--- src/common/ssi_defines.vh ---
// Register map, field positions, reset values and timing for the card link
`ifndef SSI_DEFINES_VH
`define SSI_DEFINES_VH

`define SSI_ADDR_MODE 32'hFFFFFE80
`define SSI_ADDR_BRR 32'hFFFFFE82
`define SSI_ADDR_CTRL 32'hFFFFFE84
`define SSI_ADDR_TDR 32'h0FFFFE86
`define SSI_ADDR_FLAGS 32'hFFFFFE88
`define SSI_ADDR_RDR 32'hFFFFFE8A
`define SSI_ADDR_CMS 32'h0FFFFE8C

`define SSI_MODE_GAP 7
`define SSI_MODE_ODD 4
`define SSI_CTRL_TIE 7
`define SSI_CTRL_RIE 6
`define SSI_CTRL_TE 5
`define SSI_CTRL_RE 4
`define SSI_CTRL_CLKLVL 1
`define SSI_CTRL_CLKOE 0
`define SSI_FLG_TX_EMPTY_FLAG 7
`define SSI_FLG_RX_FULL_FLAG 6
`define SSI_FLG_OVERRUN_FLAG 5
`define SSI_FLG_ERS 4
`define SSI_FLG_PER 3
`define SSI_FLG_TRANSMIT_END_FLAG 2
`define SSI_CMS_DIR 3
`define SSI_CMS_INV 2
`define SSI_CMS_EN 0

`define SSI_RST_MODE 8'h00
`define SSI_RST_BRR 8'hFF
`define SSI_RST_CTRL 8'h00
`define SSI_RST_TDR 8'h00
`define SSI_RST_CMS 8'h00

// One etu is this many base clocks; bits are latched on the 186th
`define SSI_ETU_TICKS 372
`define SSI_ETU_LAST 9'h173
`define SSI_SAMPLE_TICK 9'h0B9
`define SSI_HALF_TICK 9'h0B9
// Frame positions in whole etu from the start edge
`define SSI_PAR_IDX 4'h9
`define SSI_ERRSMP_IDX 4'hA
`define SSI_ERRSIG_IDX 4'hA
`define SSI_ERREND_IDX 4'hB
`define SSI_TRANSMIT_END_FLAG_GAP_IDX 4'hB
`define SSI_TRANSMIT_END_FLAG_NORM_IDX 4'hC
`define SSI_TX_END_IDX 4'hC

`endif

--- src/logic/ssi_top.v ---
// Smart card serial unit: registers, baud generator, T=0 transmit and receive
//
// Decided for this implementation: the plain strobed port.
`timescale 1ns/1ps
`include "ssi_defines.vh"

module ssi_top (
  input wire ref_clk,            // 200 MHz peripheral clock
  input wire nrst,               // Asynchronous reset, active low
  input wire [31:0] reg_addr,    // Register byte address
  input wire [7:0] reg_wdata,    // Write data
  input wire reg_wr,             // Write strobe
  input wire reg_rd,             // Read strobe
  output reg [7:0] reg_rdata_r,  // Read data, cycle after strobe
  input wire data_in,            // Card data line level
  output reg data_out_r,         // Card data line drive value
  output reg data_oe_r,          // Card data line drive enable
  input wire port_direction_bit, // Port mode: clock pin direction
  input wire port_value_bit,     // Port mode: clock pin value
  output reg card_clk_out_r,     // Card clock pin value
  output reg card_clk_oe_r       // Card clock pin enable
);

  reg [7:0] mode_r;
  reg [7:0] brr_r;
  reg [7:0] ctrl_r;
  reg [7:0] tdr_r;
  reg [7:0] rdr_r;
  reg [7:0] cms_r;
  reg tx_empty_flag_r;
  reg rx_full_flag_r;
  reg overrun_flag_r;
  reg ers_r;
  reg per_r;
  reg transmit_end_flag_r;

  reg [5:0] pre_cnt_r;
  reg [7:0] div_cnt_r;
  reg clk_phase_r;
  reg base_tick_r;

  reg tx_run_r;
  reg [3:0] tx_idx_r;
  reg [8:0] tx_cnt_r;
  reg [8:0] tx_frame_r;
  reg tx_err_r;

  reg rx_run_r;
  reg [3:0] rx_idx_r;
  reg [8:0] rx_cnt_r;
  reg [7:0] rx_sr_r;
  reg rx_perr_r;
  reg rx_drive_r;
  reg line_prev_r;

  function [7:0] rev8;
    input [7:0] v;
    integer i;
    begin
      for (i = 0; i < 8; i = i + 1) begin
        rev8[i] = v[7 - i];
      end
    end
  endfunction

  wire card_mode_enable = cms_r[`SSI_CMS_EN];
  wire dir = cms_r[`SSI_CMS_DIR];
  wire inv = cms_r[`SSI_CMS_INV];
  wire odd = mode_r[`SSI_MODE_ODD];
  wire gap = mode_r[`SSI_MODE_GAP];
  wire te = ctrl_r[`SSI_CTRL_TE];
  wire re = ctrl_r[`SSI_CTRL_RE];
  wire clk_oe = ctrl_r[`SSI_CTRL_CLKOE];
  wire clk_lvl = ctrl_r[`SSI_CTRL_CLKLVL];

  wire wr_mode = reg_wr && (reg_addr == `SSI_ADDR_MODE);
  wire wr_brr = reg_wr && (reg_addr == `SSI_ADDR_BRR);
  wire wr_ctrl = reg_wr && (reg_addr == `SSI_ADDR_CTRL);
  wire wr_tdr = reg_wr && (reg_addr == `SSI_ADDR_TDR);
  wire wr_flags = reg_wr && (reg_addr == `SSI_ADDR_FLAGS);
  wire wr_cms = reg_wr && (reg_addr == `SSI_ADDR_CMS);

  // Own drive folded in so tx and rx see one line with no card fitted
  wire line_w = data_in & ~data_oe_r;

  // Base clock divider; no external clock path exists
  reg [5:0] pre_last;
  always @* begin
    case (mode_r[1:0])
      2'h0: pre_last = 6'h00;
      2'h1: pre_last = 6'h03;
      2'h2: pre_last = 6'h0F;
      2'h3: pre_last = 6'h3F;
      default: pre_last = 6'h00;
    endcase
  end

  // Half base period is 4^n*(N+1) clocks, so one etu is
  // 1488*2^(2n-1)*(N+1) clocks. Runs free to keep duty fixed.
  wire pre_done = (pre_cnt_r == pre_last);
  wire half_done = pre_done && (div_cnt_r == brr_r);
  always @(posedge ref_clk or negedge nrst) begin
    if (!nrst) begin
      pre_cnt_r <= 6'h00;
      div_cnt_r <= 8'h00;
      clk_phase_r <= 1'b0;
      base_tick_r <= 1'b0;
    end else begin
      base_tick_r <= half_done && !clk_phase_r;
      if (pre_done) begin
        pre_cnt_r <= 6'h00;
        if (half_done) begin
          div_cnt_r <= 8'h00;
          clk_phase_r <= ~clk_phase_r;
        end else begin
          div_cnt_r <= div_cnt_r + 8'h01;
        end
      end else begin
        pre_cnt_r <= pre_cnt_r + 6'h01;
      end
    end
  end
  wire tick = base_tick_r;

  // Transmit side
  wire [7:0] tx_ord = dir ? rev8(tdr_r) : tdr_r;
  wire [7:0] tx_line = inv ? ~tx_ord : tx_ord;
  wire tx_par = ^tx_line ^ odd;
  wire tx_start = card_mode_enable && te && !tx_run_r && !tx_empty_flag_r;
  wire tx_last = tick && (tx_cnt_r == `SSI_ETU_LAST);
  wire tx_in_frame = (tx_idx_r <= `SSI_PAR_IDX);
  wire [3:0] tx_sel = tx_idx_r - 4'h1;
  wire tx_bit = (tx_idx_r == 4'h0) ? 1'b0 : tx_frame_r[tx_sel];
  wire tx_low = tx_run_r && tx_in_frame && !tx_bit;
  wire tx_err_smp = tx_run_r && tx_last &&
                    (tx_idx_r == `SSI_ERRSMP_IDX);
  wire tx_err_ev = tx_err_smp && !line_w;
  wire tx_transmit_end_flag_gap = (tx_idx_r == `SSI_TRANSMIT_END_FLAG_GAP_IDX) &&
                     (tx_cnt_r == 9'h000);
  wire tx_transmit_end_flag_norm = (tx_idx_r == `SSI_TRANSMIT_END_FLAG_NORM_IDX) &&
                      (tx_cnt_r == `SSI_HALF_TICK);
  wire tx_transmit_end_flag_ev = tx_run_r && tick && !tx_err_r && tx_empty_flag_r && !ers_r &&
                    (gap ? tx_transmit_end_flag_gap : tx_transmit_end_flag_norm);
  wire tx_end = tx_run_r && tx_last && (tx_idx_r == `SSI_TX_END_IDX);

  always @(posedge ref_clk or negedge nrst) begin
    if (!nrst) begin
      tx_run_r <= 1'b0;
      tx_idx_r <= 4'h0;
      tx_cnt_r <= 9'h000;
      tx_frame_r <= 9'h1FF;
      tx_err_r <= 1'b0;
    end else if (!card_mode_enable || !te) begin
      tx_run_r <= 1'b0;
      tx_err_r <= 1'b0;
    end else if (tx_start) begin
      tx_run_r <= 1'b1;
      tx_idx_r <= 4'h0;
      tx_cnt_r <= 9'h000;
      tx_frame_r <= {tx_par, tx_line};
      tx_err_r <= 1'b0;
    end else if (tx_run_r && tick) begin
      if (tx_err_ev) begin
        tx_err_r <= 1'b1;
      end
      if (tx_end) begin
        // Error sampled at 11 etu, restart at 13: 2 etu later
        tx_idx_r <= 4'h0;
        tx_cnt_r <= 9'h000;
        tx_run_r <= tx_err_r;
        tx_err_r <= 1'b0;
      end else if (tx_cnt_r == `SSI_ETU_LAST) begin
        tx_cnt_r <= 9'h000;
        tx_idx_r <= tx_idx_r + 4'h1;
      end else begin
        tx_cnt_r <= tx_cnt_r + 9'h001;
      end
    end
  end

  // Receive side
  wire rx_start = card_mode_enable && re && !rx_run_r && line_prev_r && !line_w;
  wire rx_mid = rx_run_r && tick && (rx_cnt_r == `SSI_SAMPLE_TICK);
  wire [7:0] rx_ord = dir ? rev8(rx_sr_r) : rx_sr_r;
  wire [7:0] rx_byte = inv ? ~rx_ord : rx_ord;
  wire rx_perr_now = ^rx_sr_r ^ line_w ^ odd;
  wire rx_done = rx_mid && (rx_idx_r == `SSI_PAR_IDX);
  wire rx_ok_ev = rx_done && !rx_perr_now && !rx_full_flag_r;
  wire rx_over_ev = rx_done && rx_full_flag_r;
  wire rx_perr_ev = rx_done && rx_perr_now;

  always @(posedge ref_clk or negedge nrst) begin
    if (!nrst) begin
      line_prev_r <= 1'b1;
      rx_run_r <= 1'b0;
      rx_idx_r <= 4'h0;
      rx_cnt_r <= 9'h000;
      rx_sr_r <= 8'h00;
      rx_perr_r <= 1'b0;
      rx_drive_r <= 1'b0;
    end else begin
      line_prev_r <= line_w;
      if (!card_mode_enable || !re) begin
        rx_run_r <= 1'b0;
        rx_drive_r <= 1'b0;
      end else if (rx_start) begin
        rx_run_r <= 1'b1;
        rx_idx_r <= 4'h0;
        rx_cnt_r <= 9'h000;
        rx_perr_r <= 1'b0;
      end else if (rx_run_r && tick) begin
        if (rx_cnt_r == `SSI_ETU_LAST) begin
          rx_cnt_r <= 9'h000;
          rx_idx_r <= rx_idx_r + 4'h1;
        end else begin
          rx_cnt_r <= rx_cnt_r + 9'h001;
        end
        if (rx_mid) begin
          case (rx_idx_r)
            4'h0: rx_run_r <= !line_w; // A high start is a glitch
            4'h1, 4'h2, 4'h3, 4'h4, 4'h5, 4'h6, 4'h7, 4'h8: begin
              rx_sr_r <= {line_w, rx_sr_r[7:1]};
            end
            `SSI_PAR_IDX: rx_perr_r <= rx_perr_now;
            `SSI_ERRSIG_IDX: rx_drive_r <= rx_perr_r;
            `SSI_ERREND_IDX: begin
              rx_drive_r <= 1'b0;
              rx_run_r <= 1'b0;
            end
            default: rx_run_r <= 1'b0;
          endcase
        end
      end
    end
  end

  // Pins: open drain data, released unless a bit or error is low
  wire data_oe_nxt = card_mode_enable && (tx_low || rx_drive_r);
  reg clk_out_nxt;
  reg clk_oe_nxt;
  always @* begin
    if (card_mode_enable && clk_oe) begin
      clk_out_nxt = clk_phase_r;
      clk_oe_nxt = 1'b1;
    end else if (card_mode_enable && gap) begin
      clk_out_nxt = clk_lvl;
      clk_oe_nxt = 1'b1;
    end else begin
      clk_out_nxt = port_value_bit;
      clk_oe_nxt = port_direction_bit;
    end
  end

  always @(posedge ref_clk or negedge nrst) begin
    if (!nrst) begin
      data_out_r <= 1'b0;
      data_oe_r <= 1'b0;
      card_clk_out_r <= 1'b0;
      card_clk_oe_r <= 1'b0;
    end else begin
      data_out_r <= 1'b0;
      data_oe_r <= data_oe_nxt;
      card_clk_out_r <= clk_out_nxt;
      card_clk_oe_r <= clk_oe_nxt;
    end
  end

  // Configuration registers
  always @(posedge ref_clk or negedge nrst) begin
    if (!nrst) begin
      mode_r <= `SSI_RST_MODE;
      brr_r <= `SSI_RST_BRR;
      ctrl_r <= `SSI_RST_CTRL;
      tdr_r <= `SSI_RST_TDR;
      cms_r <= `SSI_RST_CMS;
      rdr_r <= 8'h00;
    end else begin
      if (wr_mode) begin
        mode_r <= reg_wdata;
      end
      if (wr_brr) begin
        brr_r <= reg_wdata;
      end
      if (wr_ctrl) begin
        ctrl_r <= reg_wdata;
      end
      if (wr_tdr) begin
        tdr_r <= reg_wdata;
      end
      if (wr_cms) begin
        cms_r <= reg_wdata & 8'h0D;
      end
      // Data lands even with a parity error; overrun keeps old byte
      if (rx_done && !rx_full_flag_r) begin
        rdr_r <= rx_byte;
      end
    end
  end

  // Status flags: writing 0 clears all but the end flag, a hardware set in the same cycle wins
  wire clr_tx_empty_flag = wr_flags && !reg_wdata[`SSI_FLG_TX_EMPTY_FLAG];
  wire clr_rx_full_flag = wr_flags && !reg_wdata[`SSI_FLG_RX_FULL_FLAG];
  wire clr_overrun_flag = wr_flags && !reg_wdata[`SSI_FLG_OVERRUN_FLAG];
  wire clr_ers = wr_flags && !reg_wdata[`SSI_FLG_ERS];
  wire clr_per = wr_flags && !reg_wdata[`SSI_FLG_PER];
  wire transmit_end_flag_idle = !te && !ers_r;
  always @(posedge ref_clk or negedge nrst) begin
    if (!nrst) begin
      tx_empty_flag_r <= 1'b1;
      rx_full_flag_r <= 1'b0;
      overrun_flag_r <= 1'b0;
      ers_r <= 1'b0;
      per_r <= 1'b0;
      transmit_end_flag_r <= 1'b1;
    end else begin
      tx_empty_flag_r <= tx_start || (tx_empty_flag_r && !clr_tx_empty_flag);
      rx_full_flag_r <= rx_ok_ev || (rx_full_flag_r && !clr_rx_full_flag);
      overrun_flag_r <= rx_over_ev || (overrun_flag_r && !clr_overrun_flag);
      ers_r <= tx_err_ev || (ers_r && !clr_ers);
      per_r <= rx_perr_ev || (per_r && !clr_per);
      transmit_end_flag_r <= tx_transmit_end_flag_ev || transmit_end_flag_idle ||
                (transmit_end_flag_r && !clr_tx_empty_flag && !wr_tdr);
    end
  end

  // Read port: data stands the cycle after the strobe, else zero
  reg [7:0] rd_mux;
  always @* begin
    case (reg_addr)
      `SSI_ADDR_MODE: rd_mux = mode_r;
      `SSI_ADDR_BRR: rd_mux = brr_r;
      `SSI_ADDR_CTRL: rd_mux = ctrl_r;
      `SSI_ADDR_TDR: rd_mux = tdr_r;
      `SSI_ADDR_FLAGS: rd_mux = {tx_empty_flag_r, rx_full_flag_r, overrun_flag_r, ers_r, per_r,
                                 transmit_end_flag_r, 2'h0};
      `SSI_ADDR_RDR: rd_mux = rdr_r;
      `SSI_ADDR_CMS: rd_mux = cms_r;
      default: rd_mux = 8'h00;
    endcase
  end

  always @(posedge ref_clk or negedge nrst) begin
    if (!nrst) begin
      reg_rdata_r <= 8'h00;
    end else begin
      reg_rdata_r <= reg_rd ? rd_mux : 8'h00;
    end
  end

endmodule

--- config.mk ---
export PLATFORM = sky130hd
export DESIGN_NAME = ssi_top
export DESIGN_NICKNAME = d
export VERILOG_FILES = /design/src/logic/ssi_top.v
export VERILOG_INCLUDE_DIRS = /design/src /design/src/common
export SDC_FILE = /design/constraint.sdc
export NUM_CORES = 1
export LEC_CHECK = 0
export ABC_CLOCK_PERIOD_IN_PS = 2100
export BUFFER_PORTS_ARGS = -buffer_cell sky130_fd_sc_hd__clkbuf_2
export CORE_ASPECT_RATIO = 1.5
export CORE_MARGIN = 4
export CORE_UTILIZATION = 40
export CTS_CLUSTER_SIZE = 16
export DETAILED_ROUTE_END_ITERATION = 10
export GPL_TIMING_DRIVEN = 0
export PLACE_DENSITY = 0.67
export SLEW_MARGIN = 10
export SYNTH_ARGS = -nofsm -noshare
export SYNTH_HDL_FRONTEND = slang
export SYNTH_SLANG_ARGS = --single-unit
export TNS_END_PERCENT = 100
--- constraint.sdc ---
create_clock -name ref_clk -period 2.1 [get_ports ref_clk]
set_clock_uncertainty 0.05 [all_clocks]
set_input_delay 0.105 -clock ref_clk [delete_from_list [all_inputs] [get_ports ref_clk]]
set_output_delay 0.105 -clock ref_clk [all_outputs]
set_load 0.02 [all_outputs]
==> results of run 1 <==
-- state kept, by name, summed over array words and instances (netlist names), 6 cells and up --
| signal | flops |
|---|---|
| pre_cnt_r | 6 |
| rdr_r | 8 |
| tx_frame_r | 9 |
| reg_rdata_r | 8 |
| div_cnt_r | 8 |
| mode_r | 8 |
| brr_r | 8 |
| ctrl_r | 8 |
| tx_cnt_r | 9 |
| tdr_r | 8 |
| rx_cnt_r | 9 |
| rx_sr_r | 8 |
-- worst min path at each step --
stage / depth (start not counted) / start / endpoint / slack, ns
CTS: 2 / reg_wdata[3] / tdr_r[3] / 0.02
finish: 2 / reg_wdata[3] / tdr_r[3] / 0.03
detailed placement: 1 / nrst / data_oe_r / 0.04
global placement: 2 / port_direction_bit / card_clk_oe_r / 0.24
floorplan: 0 / nrst / base_tick_r / -0.24
global route: 2 / reg_wdata[3] / brr_r[3] / 0.03
-- metal layers --
metal | vias up | wire length [µm]
met5 | - | 0
met3 | 45 | 577
met4 | 0 | 664
met1 | 2694 | 6634
li1 | 2665 | -
met2 | 113 | 9172
-- cells in the final DEF, fill, tap and decap left out, drive strengths merged, types with 3 or more instances in the layout --
master       count
dfrtp          105
clkbuf          90
nand2           54
o21ai           51
mux2            45
inv             38
nor2            36
xor2            31
nor3            30
nand3           28
xnor2           27
mux2i           23
dfstp           20
ha              16
buf             16
nand4           15
o22ai           12
a21oi           12
and3            11
dlygate4sd3     10
nor2b           10
o21a             9
or3              8
mux4             7
nand2b           6
a22o             6
o31ai            6
nor4             6
a22oi            5
nand3b           4
bufinv           4
clkinvlp         4
and2             3
o2bb2ai          3
o211ai           3
a31oi            3
clkinv           3
or4b             3
nand4b           3
-- stage by stage --
step	std cells	TNS (ns)	area [µm²]	hold slack [ns]	utilization, %
floorplan	692	-0.01225	7101	-0.2406	-
global placement	962	-142.88	7652	0.2436	44.11
detailed placement	963	-16.05	7689	0.03691	44.32
CTS	1003	0	8489	0.02490	48.94
global route	1006	-0.05809	8579	0.03411	49.46
finish	1006	-0.004763	8579	0.02791	49.46
-- Yosys cell counts, types with 4 or more instances --
| cell type | count |
|---|---|
| mux2i_1 | 23 |
| nand2_1 | 54 |
| nor4_1 | 5 |
| o21ai_0 | 51 |
| clkbuf_1 | 20 |
| a22oi_1 | 5 |
| mux2_2 | 29 |
| or3_1 | 8 |
| and3_1 | 11 |
| a22o_1 | 6 |
| mux2_1 | 8 |
| o21a_1 | 9 |
| dfrtp_1 | 105 |
| nand3_1 | 28 |
| dfstp_2 | 20 |
| nor2_1 | 36 |
| nand4_1 | 15 |
| nor3_1 | 28 |
| o31ai_1 | 5 |
| mux4_2 | 7 |
| xor2_1 | 31 |
| inv_1 | 37 |
| ha_1 | 16 |
| o22ai_1 | 12 |
| nand3b_1 | 4 |
| xnor2_1 | 27 |
| nand2b_1 | 6 |
| a21oi_1 | 12 |
| nor2b_1 | 10 |
| mux2_4 | 8 |
-- layout make-up --
| type | instances | area share [%] |
|---|---|---|
| multi-input cells | 503 | 43.96 |
| flip-flops and latches | 125 | 36.78 |
| repair buffers | 75 | 5.571 |
| clock buffers | 20 | 5.323 |
| well taps | 213 | 3.106 |
| inverters | 37 | 1.619 |
| clock inverters | 12 | 2.158 |
| plain buffers | 21 | 1.488 |
-- logic make-up after synthesis --
family | count (synthesis)
AOI/OAI and AO/OA | 124
xor gates and xnor gates | 58
adders and majority gates | 16
buffers and inverters | 64
DFF | 125
muxes | 75
other | 1
and+or+nand+nor | 229
-- power by group --
| part | internal [mW] | switching (mW) |
|---|---|---|
| sequential | 2.42 | 0.00295 |
| clock | 2.06 | 1.13 |
| combinational | 0.0789 | 0.122 |
-- what timing repair did --
| action | 4_1_cts | 5_1_grt |
|---|---|---|
| setup buffers | 2 | 5 |
| pin swaps | 3 | 4 |
| resized for setup | 18 | 20 |
| endpoints found under the hold margin | 74 | 0 |
| gates cloned | 0 | 0 |
| hold buffers | 10 | 0 |
| endpoints found under the setup margin | 39 | 36 |
-- worst max-delay path, stage by stage, from the launching register on --
cell and delay [ns]:
dfrtp_1 0.40, ha_4 0.17, or4b_4 0.51, nor4_4 0.27, a41oi_2 0.23, a31oi_1 0.25
o31ai_2 0.09
==> results.sh, run 1 <==
export IMPL_status="finished with violations"
export IMPL_violations="negative setup slack"
export IMPL_synthCells=692
export IMPL_grt_setup_unrepaired="yes"
export IMPL_cts_reportedPaths_clkPinSlew_ns=0.06
export IMPL_critical_path_peak_fanout=5
export IMPL_synth_top_family_by_area="simple AND/OR/NAND/NOR gates"
export IMPL_ant_nets=0
export IMPL_route_final_wire_length_um=17050
export IMPL_worst_setup_path_end_kind="flip-flop"
export IMPL_synth_compound_gate_area_share_pct=11.12
export IMPL_fp_dieArea_um2=19920
export IMPL_synth_mux_area_share_pct=13.07
export IMPL_fin_crit_ns=2.105
export IMPL_timing_max_cap_violations=0
export IMPL_ys_seq_area_share_pct=44.56
export IMPL_r2r_setup_slack_ns=-0.005
export IMPL_cts_root_buf="clkbuf_16"
export IMPL_dp_worst_setup_slack_ns=-0.5997
export IMPL_power_leakage_nw=3.764
export IMPL_detail_route_first_pass_iterations=4
export IMPL_critPathCapture="tx_idx_r[3]"
export IMPL_chipWidth_um=116.6
export IMPL_numPortBuffers=57
export IMPL_achievable_frequency_mhz=475.1
export IMPL_syn_to_final_growth_pct=21.26
export IMPL_yosys_area_share_xor_xnor_pct=7.179
export IMPL_multi_input_gate_area_in_the_final_layout_um2=3771
export IMPL_worst_slew_margin_rel_pct=45.23
export IMPL_detail_route_wl_per_cell_um=16.95
export IMPL_data_arrival_time_of_the_critical_path_ns=2.34
export IMPL_setup_viol=1
export IMPL_final_layout_size_suffix_gt1_share_pct=24.72
export IMPL_globalRouteMet2Util_pct=31.24
export IMPL_worstRegToRegCells=6
export IMPL_tritoncts="yes"
export IMPL_clk_path_buf_depth=2
export IMPL_edff_count_synth=0
export IMPL_dpl_hpwl_um=12530
export IMPL_ir_drop_mv=0.6765
export IMPL_final_fill_count=1555
export IMPL_synthesis_area_um2=7076
export IMPL_cell_type_contributing_the_most_total_cell_area_after_synthesis="dfrtp_1"
export IMPL_grt_pass1_vias=5501
export IMPL_post_synth_num_cell_types=69
export IMPL_setup_worst_path_class="reg2reg"
export IMPL_vias_per_cell=5.484
export IMPL_pins_over_their_slew_limit=0
export IMPL_dominantRegCellSynth="dfrtp_1"
export IMPL_ys_warn_count=0
export IMPL_detail_route_drc_violations=0
export IMPL_cellPowerDensity_nw_per_um2=676.6
export IMPL_crit_start="tx_cnt_r[0]"
export IMPL_h_tree_depth=4
export IMPL_cts_made_buffers=17
export IMPL_drt_initial_drc_count=232
export IMPL_gr_usage_met1_pct=19.77
export IMPL_vias=5517
export IMPL_finalCritPeriodShare_pct=100.2
export IMPL_r2r_start="tx_cnt_r[0]"
export IMPL_antenna_cells=0
export IMPL_worst_slew_pin_transition_ns=0.8153
export IMPL_register_area_um2=3156
export IMPL_busiest_layer="met2"
export IMPL_post_route_worst_setup_slack_ns=-0.004763
export IMPL_synth_net_count=755
export IMPL_worst_ep_required_time_ns=2.34
export IMPL_pin_count_of_the_biggest_net_entering_global_routing=77
export IMPL_cts_sinks=125
export IMPL_gr_layer_usage_met3_pct=3.715
export IMPL_yosysTopAreaCellShare_pct=37.14
export IMPL_netlist_top_cells_area="dfrtp_1 (37%), dfstp_2 (7.4%), mux2_2 (4.6%)"
export IMPL_die_height_um=170.9
export IMPL_grt_overflow_total=0
export IMPL_synth_async_reset_ratio_pct=100.0
export IMPL_place_gp_congestion=0.8468
export IMPL_nNetsFinal=843
export IMPL_synth_avg_cell_area_um2=10.22
export IMPL_totalPowerFinal_mw=5.805
export IMPL_synth_adder_area_share_pct=2.829
export IMPL_critPathLaunchType="flip-flop"
export IMPL_grt_pass1_wl_um=27340
export IMPL_grt_total_usage_pct=17.45
export IMPL_clock_insertion_delay_worst_skew_ns=0.42
export IMPL_placement_rows=59
export IMPL_start_util_pct=40.79
export IMPL_boundary_pin_count=59
export IMPL_yosys_area_share_simple_pct=17.56
export IMPL_floorplan_core_area_um2=17350
export IMPL_hold_path_class="in2reg"
export IMPL_rr_endpoint="tx_idx_r[3]"
export IMPL_final_hold_viol_count=0
export IMPL_antenna_found_initial=0
export IMPL_synth_seq_cells=125
Power figures use the tool's default switching activity.
==> inputs of run 2 (changes only) <==
--- a/config.mk
+++ b/config.mk
@@ -11,6 +11,7 @@
 export CORE_ASPECT_RATIO = 1.5
 export CORE_MARGIN = 4
 export CORE_UTILIZATION = 40
+export CTS_BUF_LIST = sky130_fd_sc_hd__clkbuf_4 sky130_fd_sc_hd__clkbuf_8
 export CTS_CLUSTER_SIZE = 16
 export DETAILED_ROUTE_END_ITERATION = 10
 export GPL_TIMING_DRIVEN = 0
==> run 2 against run 1 <==
Against the previous run: largest cell class unchanged; clock-buffer cell count did not move; sequential power barely moved; the run still ends with negative setup slack left; power fell by 13%; critical path depth did not move; combinational power barely moved.
==> results.sh, run 2 (synthesis gave the netlist of run 1 again) <==
export IMPL_clk_path_buf_depth=2
export IMPL_clock_insertion_delay_worst_skew_ns=0.46
export IMPL_floorplan_core_area_um2=17350
export IMPL_grt_pass1_wl_um=27170
export IMPL_antenna_found_initial=0
export IMPL_antenna_cells=0
export IMPL_vias=5441
export IMPL_power_leakage_nw=3.685
export IMPL_grt_pass1_vias=5484
export IMPL_final_layout_size_suffix_gt1_share_pct=25.06
export IMPL_achievable_frequency_mhz=471.0
export IMPL_status="finished with violations"
export IMPL_setup_viol=1
export IMPL_numPortBuffers=57
export IMPL_clkPwrFrac_pct=47.9
export IMPL_start_util_pct=40.79
export IMPL_worst_ep_required_time_ns=2.38
export IMPL_setup_worst_path_class="reg2reg"
export IMPL_dpl_hpwl_um=12530
export IMPL_final_hold_viol_count=0
export IMPL_biggestRegsByFlops="rx_cnt_r x9, tx_cnt_r x9, tx_frame_r x9"
export IMPL_worst_slew_margin_rel_pct=45.21
export IMPL_internal_power_mw=3.871
export IMPL_hold_path_class="in2reg"
export IMPL_postLayoutCoreUtil_pct=48.51
export IMPL_commonest_non_fill_non_tap_cells_in_the_layout="dfrtp_1 (103), clkbuf_2 (60), nand2_1 (53)"
export IMPL_grt_setup_unrepaired="yes"
export IMPL_data_arrival_time_of_the_critical_path_ns=2.40
export IMPL_h_tree_depth=4
export IMPL_fp_dieArea_um2=19920
export IMPL_cts_reportedPaths_clkPinSlew_ns=0.09
export IMPL_vias_per_cell=5.403
export IMPL_critical_path_peak_fanout=5
export IMPL_nNetsFinal=844
export IMPL_placement_rows=59
export IMPL_cts_made_buffers=17
export IMPL_grt_total_usage_pct=17.39
export IMPL_critPathLaunchType="flip-flop"
export IMPL_path_buf_inv=0
export IMPL_post_route_worst_setup_slack_ns=-0.02299
export IMPL_ir_drop_mv=0.4314
export IMPL_cellPowerDensity_nw_per_um2=597.6
export IMPL_drt_initial_drc_count=283
export IMPL_die_height_um=170.9
export IMPL_grt_overflow_total=0
export IMPL_violations="negative setup slack"
export IMPL_pwr_share_seq_pct=48.0
export IMPL_tritoncts="yes"
export IMPL_chipWidth_um=116.6
export IMPL_boundary_pin_count=59
export IMPL_ant_nets=0
export IMPL_pins_over_their_slew_limit=0
export IMPL_cts_sinks=125
export IMPL_worst_slew_pin_transition_ns=0.8156
export IMPL_hold_worst_slack_ns=0.01352
export IMPL_power_frac_comb_pct=4.0
export IMPL_max_stage_delay_ns=0.51
export IMPL_fin_crit_ns=2.123
export IMPL_dp_worst_setup_slack_ns=-0.5997
export IMPL_worst_setup_path_end_kind="flip-flop"
export IMPL_cts_root_buf="clkbuf_8"
export IMPL_crit_slowest_cell="or4b_4"
export IMPL_place_gp_congestion=0.8468
export IMPL_syn_to_final_growth_pct=18.94
export IMPL_finalCritPeriodShare_pct=101.1
export IMPL_route_final_wire_length_um=17000
export IMPL_detail_route_drc_violations=0
export IMPL_detail_route_wl_per_cell_um=16.89
export IMPL_pin_count_of_the_biggest_net_entering_global_routing=77
export IMPL_p_switching_mw=1.159
export IMPL_timing_max_cap_violations=0
export IMPL_crit_chain="ha_4, or4b_4, nor4_4, a41oi_2, a31oi_1, o31ai_2"
export IMPL_layout_commonest_cell="dfrtp_1"
export IMPL_totalPowerFinal_mw=5.030
export IMPL_crit_path_max_delay_family="simple AND/OR/NAND/NOR gates"
export IMPL_switching_share_pct=23.04
export IMPL_detail_route_first_pass_iterations=4
[run 2: path summary, 6_finish.rpt]
path | startpoint | endpoint | slack (ns) | cells past startpoint
max | tx_cnt_r[1] | tx_idx_r[3] | -0.02 | 6
min | data_in | line_prev_r | 0.01 | 3
min reg2reg | rdr_r[3] | rdr_r[3] | 0.43 | 2
max in group asynchronous | nrst | brr_r[0] | 1.14 | 3
max reg2reg | tx_cnt_r[1] | tx_idx_r[3] | -0.02 | 6
min in group asynchronous | nrst | tx_cnt_r[6] | 0.11 | 2
[run 2: per-layer routing]
layer | up-vias | GRT usage [%] | routed length [µm]
li1 | 2656 | - | -
met1 | 2650 | 19.77 | 6715
met2 | 95 | 30.89 | 9125
met3 | 40 | 2.795 | 470
met4 | 0 | 9.082 | 692
met5 | - | 0 | 0
[run 2: area by class of cell]
class                      instances  area, µm²
inverter                          37      138.9
fill                            1575       8932
multi-input combinational        503       3784
clock inverter                    12      185.2
tap                              213      266.5
buffer                            21      128.9
clock buffer                      20      269.0
timing repair buffer              76      488.0
sequential                       125       3156
[run 2: worst min-delay path: cells and delay by family]
family / cells / cell delay [ns]
buffers and inverters: 2 / 0.27
AND/OR/NAND/NOR: 1 / 0.12
[run 2: metrics by stage]
step	std cells	instance area, µm²	TNS, ns
detailed placement	963	7689	-16.05
floorplan	692	7101	-0.01225
global placement	962	7652	-142.88
global route	1007	8416	-0.06968
finish	1007	8416	-0.02299
CTS	1004	8322	0
[run 2: power groups by stage]
stage               clock network (mW)  logic (mW)  registers, mW
finish                            2.41       0.203           2.42
global placement                     0       0.181           2.46
CTS                               2.46       0.208           2.42
detailed placement                   0       0.189           2.46
global route                      2.54       0.226           2.42
floorplan                            0      0.0530           2.46
[run 2: timing repair]
| action | 4_1_cts | 5_1_grt |
|---|---|---|
| endpoints found under the setup margin | 39 | 37 |
| hold endpoints to repair | 155 | 0 |
| hold buffers | 11 | 0 |
| gates cloned | 0 | 0 |
| pin swaps | 3 | 3 |
| buffers inserted | 2 | 5 |
| resized for setup | 19 | 22 |
==> inputs of run 3 (changes only) <==
--- a/config.mk
+++ b/config.mk
@@ -16,6 +16,7 @@
 export DETAILED_ROUTE_END_ITERATION = 10
 export GPL_TIMING_DRIVEN = 0
 export PLACE_DENSITY = 0.67
+export REMOVE_ABC_BUFFERS = 1
 export SLEW_MARGIN = 10
 export SYNTH_ARGS = -nofsm -noshare
 export SYNTH_HDL_FRONTEND = slang
==> run 3 against run 2 <==
Against the previous run: the run now ends clean; first-iteration DRC count is 8.1% higher; final cell count is 1.5% lower; core utilization decreased by 0.38 points; wire length shrank 1.8%; critical endpoint is now mode_r[2]; sequential cell count unchanged; sequential share of layout area increased by 0.33 points; critical path type is now in2reg; die area stayed put; highest routed layer unchanged; hold slack gained 0.070 ns.
==> results.sh, run 3 (synthesis gave the netlist of run 1 again) <==
export IMPL_post_route_worst_setup_slack_ns=0.07535
export IMPL_crit_chain="clkbuf_2, or4b_4, nor3_4, nand4b_4, nor3_4, mux2_2"
export IMPL_dpl_hpwl_um=11830
export IMPL_commonest_non_fill_non_tap_cells_in_the_layout="dfrtp_1 (101), clkbuf_2 (56), nand2_1 (54)"
export IMPL_worst_slew_pin_transition_ns=1.067
export IMPL_cts_reportedPaths_clkPinSlew_ns=0.09
export IMPL_critPathLaunchType="input port"
export IMPL_cellPowerDensity_nw_per_um2=585.2
export IMPL_ir_drop_mv=0.3338
export IMPL_critical_path_peak_fanout=14
export IMPL_final_setup_tns_ns=0
export IMPL_finalCritPeriodShare_pct=96.41
export IMPL_timing_max_cap_violations=0
export IMPL_grt_pass1_wl_um=27200
export IMPL_rr_endpoint="tx_idx_r[3]"
export IMPL_setup_viol=0
export IMPL_cts_sinks=125
export IMPL_vias=5392
export IMPL_final_layout_size_suffix_gt1_share_pct=26.19
export IMPL_drt_initial_drc_count=306
export IMPL_chipWidth_um=116.6
export IMPL_grt_total_usage_pct=17.31
export IMPL_ant_nets=0
export IMPL_crit_top_cell="nor3_4"
export IMPL_r2r_setup_slack_ns=0.08
export IMPL_route_final_wire_length_um=16690
export IMPL_crit_start="reg_addr[5]"
export IMPL_pin_count_of_the_biggest_net_entering_global_routing=69
export IMPL_clock_insertion_delay_worst_skew_ns=0.45
export IMPL_r2r_start="tx_cnt_r[0]"
export IMPL_antenna_found_initial=0
export IMPL_placement_rows=59
export IMPL_worst_slew_margin_rel_pct=28.88
export IMPL_cts_made_buffers=17
export IMPL_fp_dieArea_um2=19920
export IMPL_power_leakage_nw=3.641
export IMPL_cts_root_buf="clkbuf_8"
export IMPL_start_util_pct=40.79
export IMPL_numPortBuffers=57
export IMPL_status="completed"
export IMPL_worstRegToRegCells=7
export IMPL_detail_route_drc_violations=0
export IMPL_detail_route_first_pass_iterations=5
export IMPL_design_area_um2=8349
export IMPL_biggestRegsByFlops="rx_cnt_r x9, tx_cnt_r x9, tx_frame_r x9"
export IMPL_postLayoutCoreUtil_pct=48.13
export IMPL_hold_path_class="in2reg"
export IMPL_clk_path_buf_depth=2
export IMPL_h_tree_depth=4
export IMPL_die_height_um=170.9
export IMPL_pins_over_their_slew_limit=0
export IMPL_worst_ep_required_time_ns=2.37
export IMPL_critPathCapture="mode_r[2]"
export IMPL_achievable_frequency_mhz=493.9
export IMPL_worst_setup_path_end_kind="flip-flop"
export IMPL_max_stage_delay_ns=0.56
export IMPL_layout_commonest_cell="dfrtp_1"
export IMPL_data_arrival_time_of_the_critical_path_ns=2.30
export IMPL_place_gp_congestion=0.8487
export IMPL_crit_slowest_cell="or4b_4"
export IMPL_syn_to_final_growth_pct=18.00
export IMPL_boundary_pin_count=59
export IMPL_vias_per_cell=5.435
export IMPL_final_hold_viol_count=0
export IMPL_setup_worst_path_class="in2reg"
export IMPL_tritoncts="yes"
export IMPL_grt_pass1_vias=5417
export IMPL_placed_area_um2=7566
export IMPL_grt_overflow_total=0
export IMPL_detail_route_wl_per_cell_um=16.83
export IMPL_fin_crit_ns=2.025
export IMPL_dp_worst_setup_slack_ns=-0.4979
export IMPL_final_fill_count=1594
export IMPL_nNetsFinal=829
export IMPL_antenna_cells=0
export IMPL_floorplan_core_area_um2=17350
-- run 3: changes by cell type in the layout (fill, tap and decap cells not counted), moves of 3 or more --
cell | previous run | this run
ha_1 | 14 | 11
clkbuf_1 | 7 | 0
clkbuf_2 | 60 | 56
nor3_2 | 1 | 4
clkbuf_8 | 21 | 18
-- run 3: worst max-delay path: cells and delay by family --
kind | cells | cell delay, ns
buffers and inverters | 1 | 0.08
and+or+nand+nor | 4 | 1.70
muxes | 1 | 0.40
-- run 3: area by class of cell --
type                    count  area (µm²)  share of cell area, %
multi-input cells         503        3822                  45.78
repair buffers             82       539.3                  6.459
inverters                  37       138.9                  1.663
flip-flops and latches    125        3158                  37.82
well taps                 213       266.5                  3.192
clock buffers              17       234.0                  2.802
clock inverters            15       190.2                  2.278
-- run 3: through the flow --
step | total power [mW] | hold slack, ns | instances
2_1_floorplan | 2.508 | -0.2406 | 665
3_3_place_gp | 2.639 | 0.2519 | 935
3_5_place_dp | 2.650 | 0.06707 | 937
4_1_cts | 4.943 | 0.06366 | 985
5_1_grt | 5.087 | 0.07932 | 992
6_report | 4.886 | 0.08379 | 992
-- run 3: what timing repair did --
action	CTS	global route
endpoints found under the setup margin	33	45
hold endpoints to repair	97	0
gates cloned	0	0
hold buffers	12	0
pin swaps	4	5
buffers inserted	4	7
gates resized for setup	17	21
-- run 3: routing by layer --
layer	vias up	global-route usage (%)	part of all wire (%)
met2	109	30.32	53
met5	-	0	0
met1	2637	20.71	40
met4	0	6.238	2.1
li1	2620	-	-
met3	26	3.751	4.5
-- run 3: power breakdown --
| group | total (mW) | switching (mW) | internal (mW) |
|---|---|---|---|
| combinational | 0.207 | 0.126 | 0.0806 |
| sequential | 2.42 | 0.00309 | 2.41 |
| clock | 2.26 | 1.07 | 1.19 |
| total | 4.89 | 1.20 | 3.68 |
-- run 3: worst min-delay path by stage --
stage | start | endpoint | slack [ns] | depth (start not counted)
6_report | reg_rd | reg_rdata_r[0] | 0.08 | 4
5_1_grt | reg_rd | reg_rdata_r[0] | 0.08 | 4
4_1_cts | reg_rd | reg_rdata_r[0] | 0.06 | 4
3_5_place_dp | nrst | rx_idx_r[0] | 0.07 | 1
3_3_place_gp | port_direction_bit | card_clk_oe_r | 0.25 | 2
2_1_floorplan | nrst | base_tick_r | -0.24 | 0
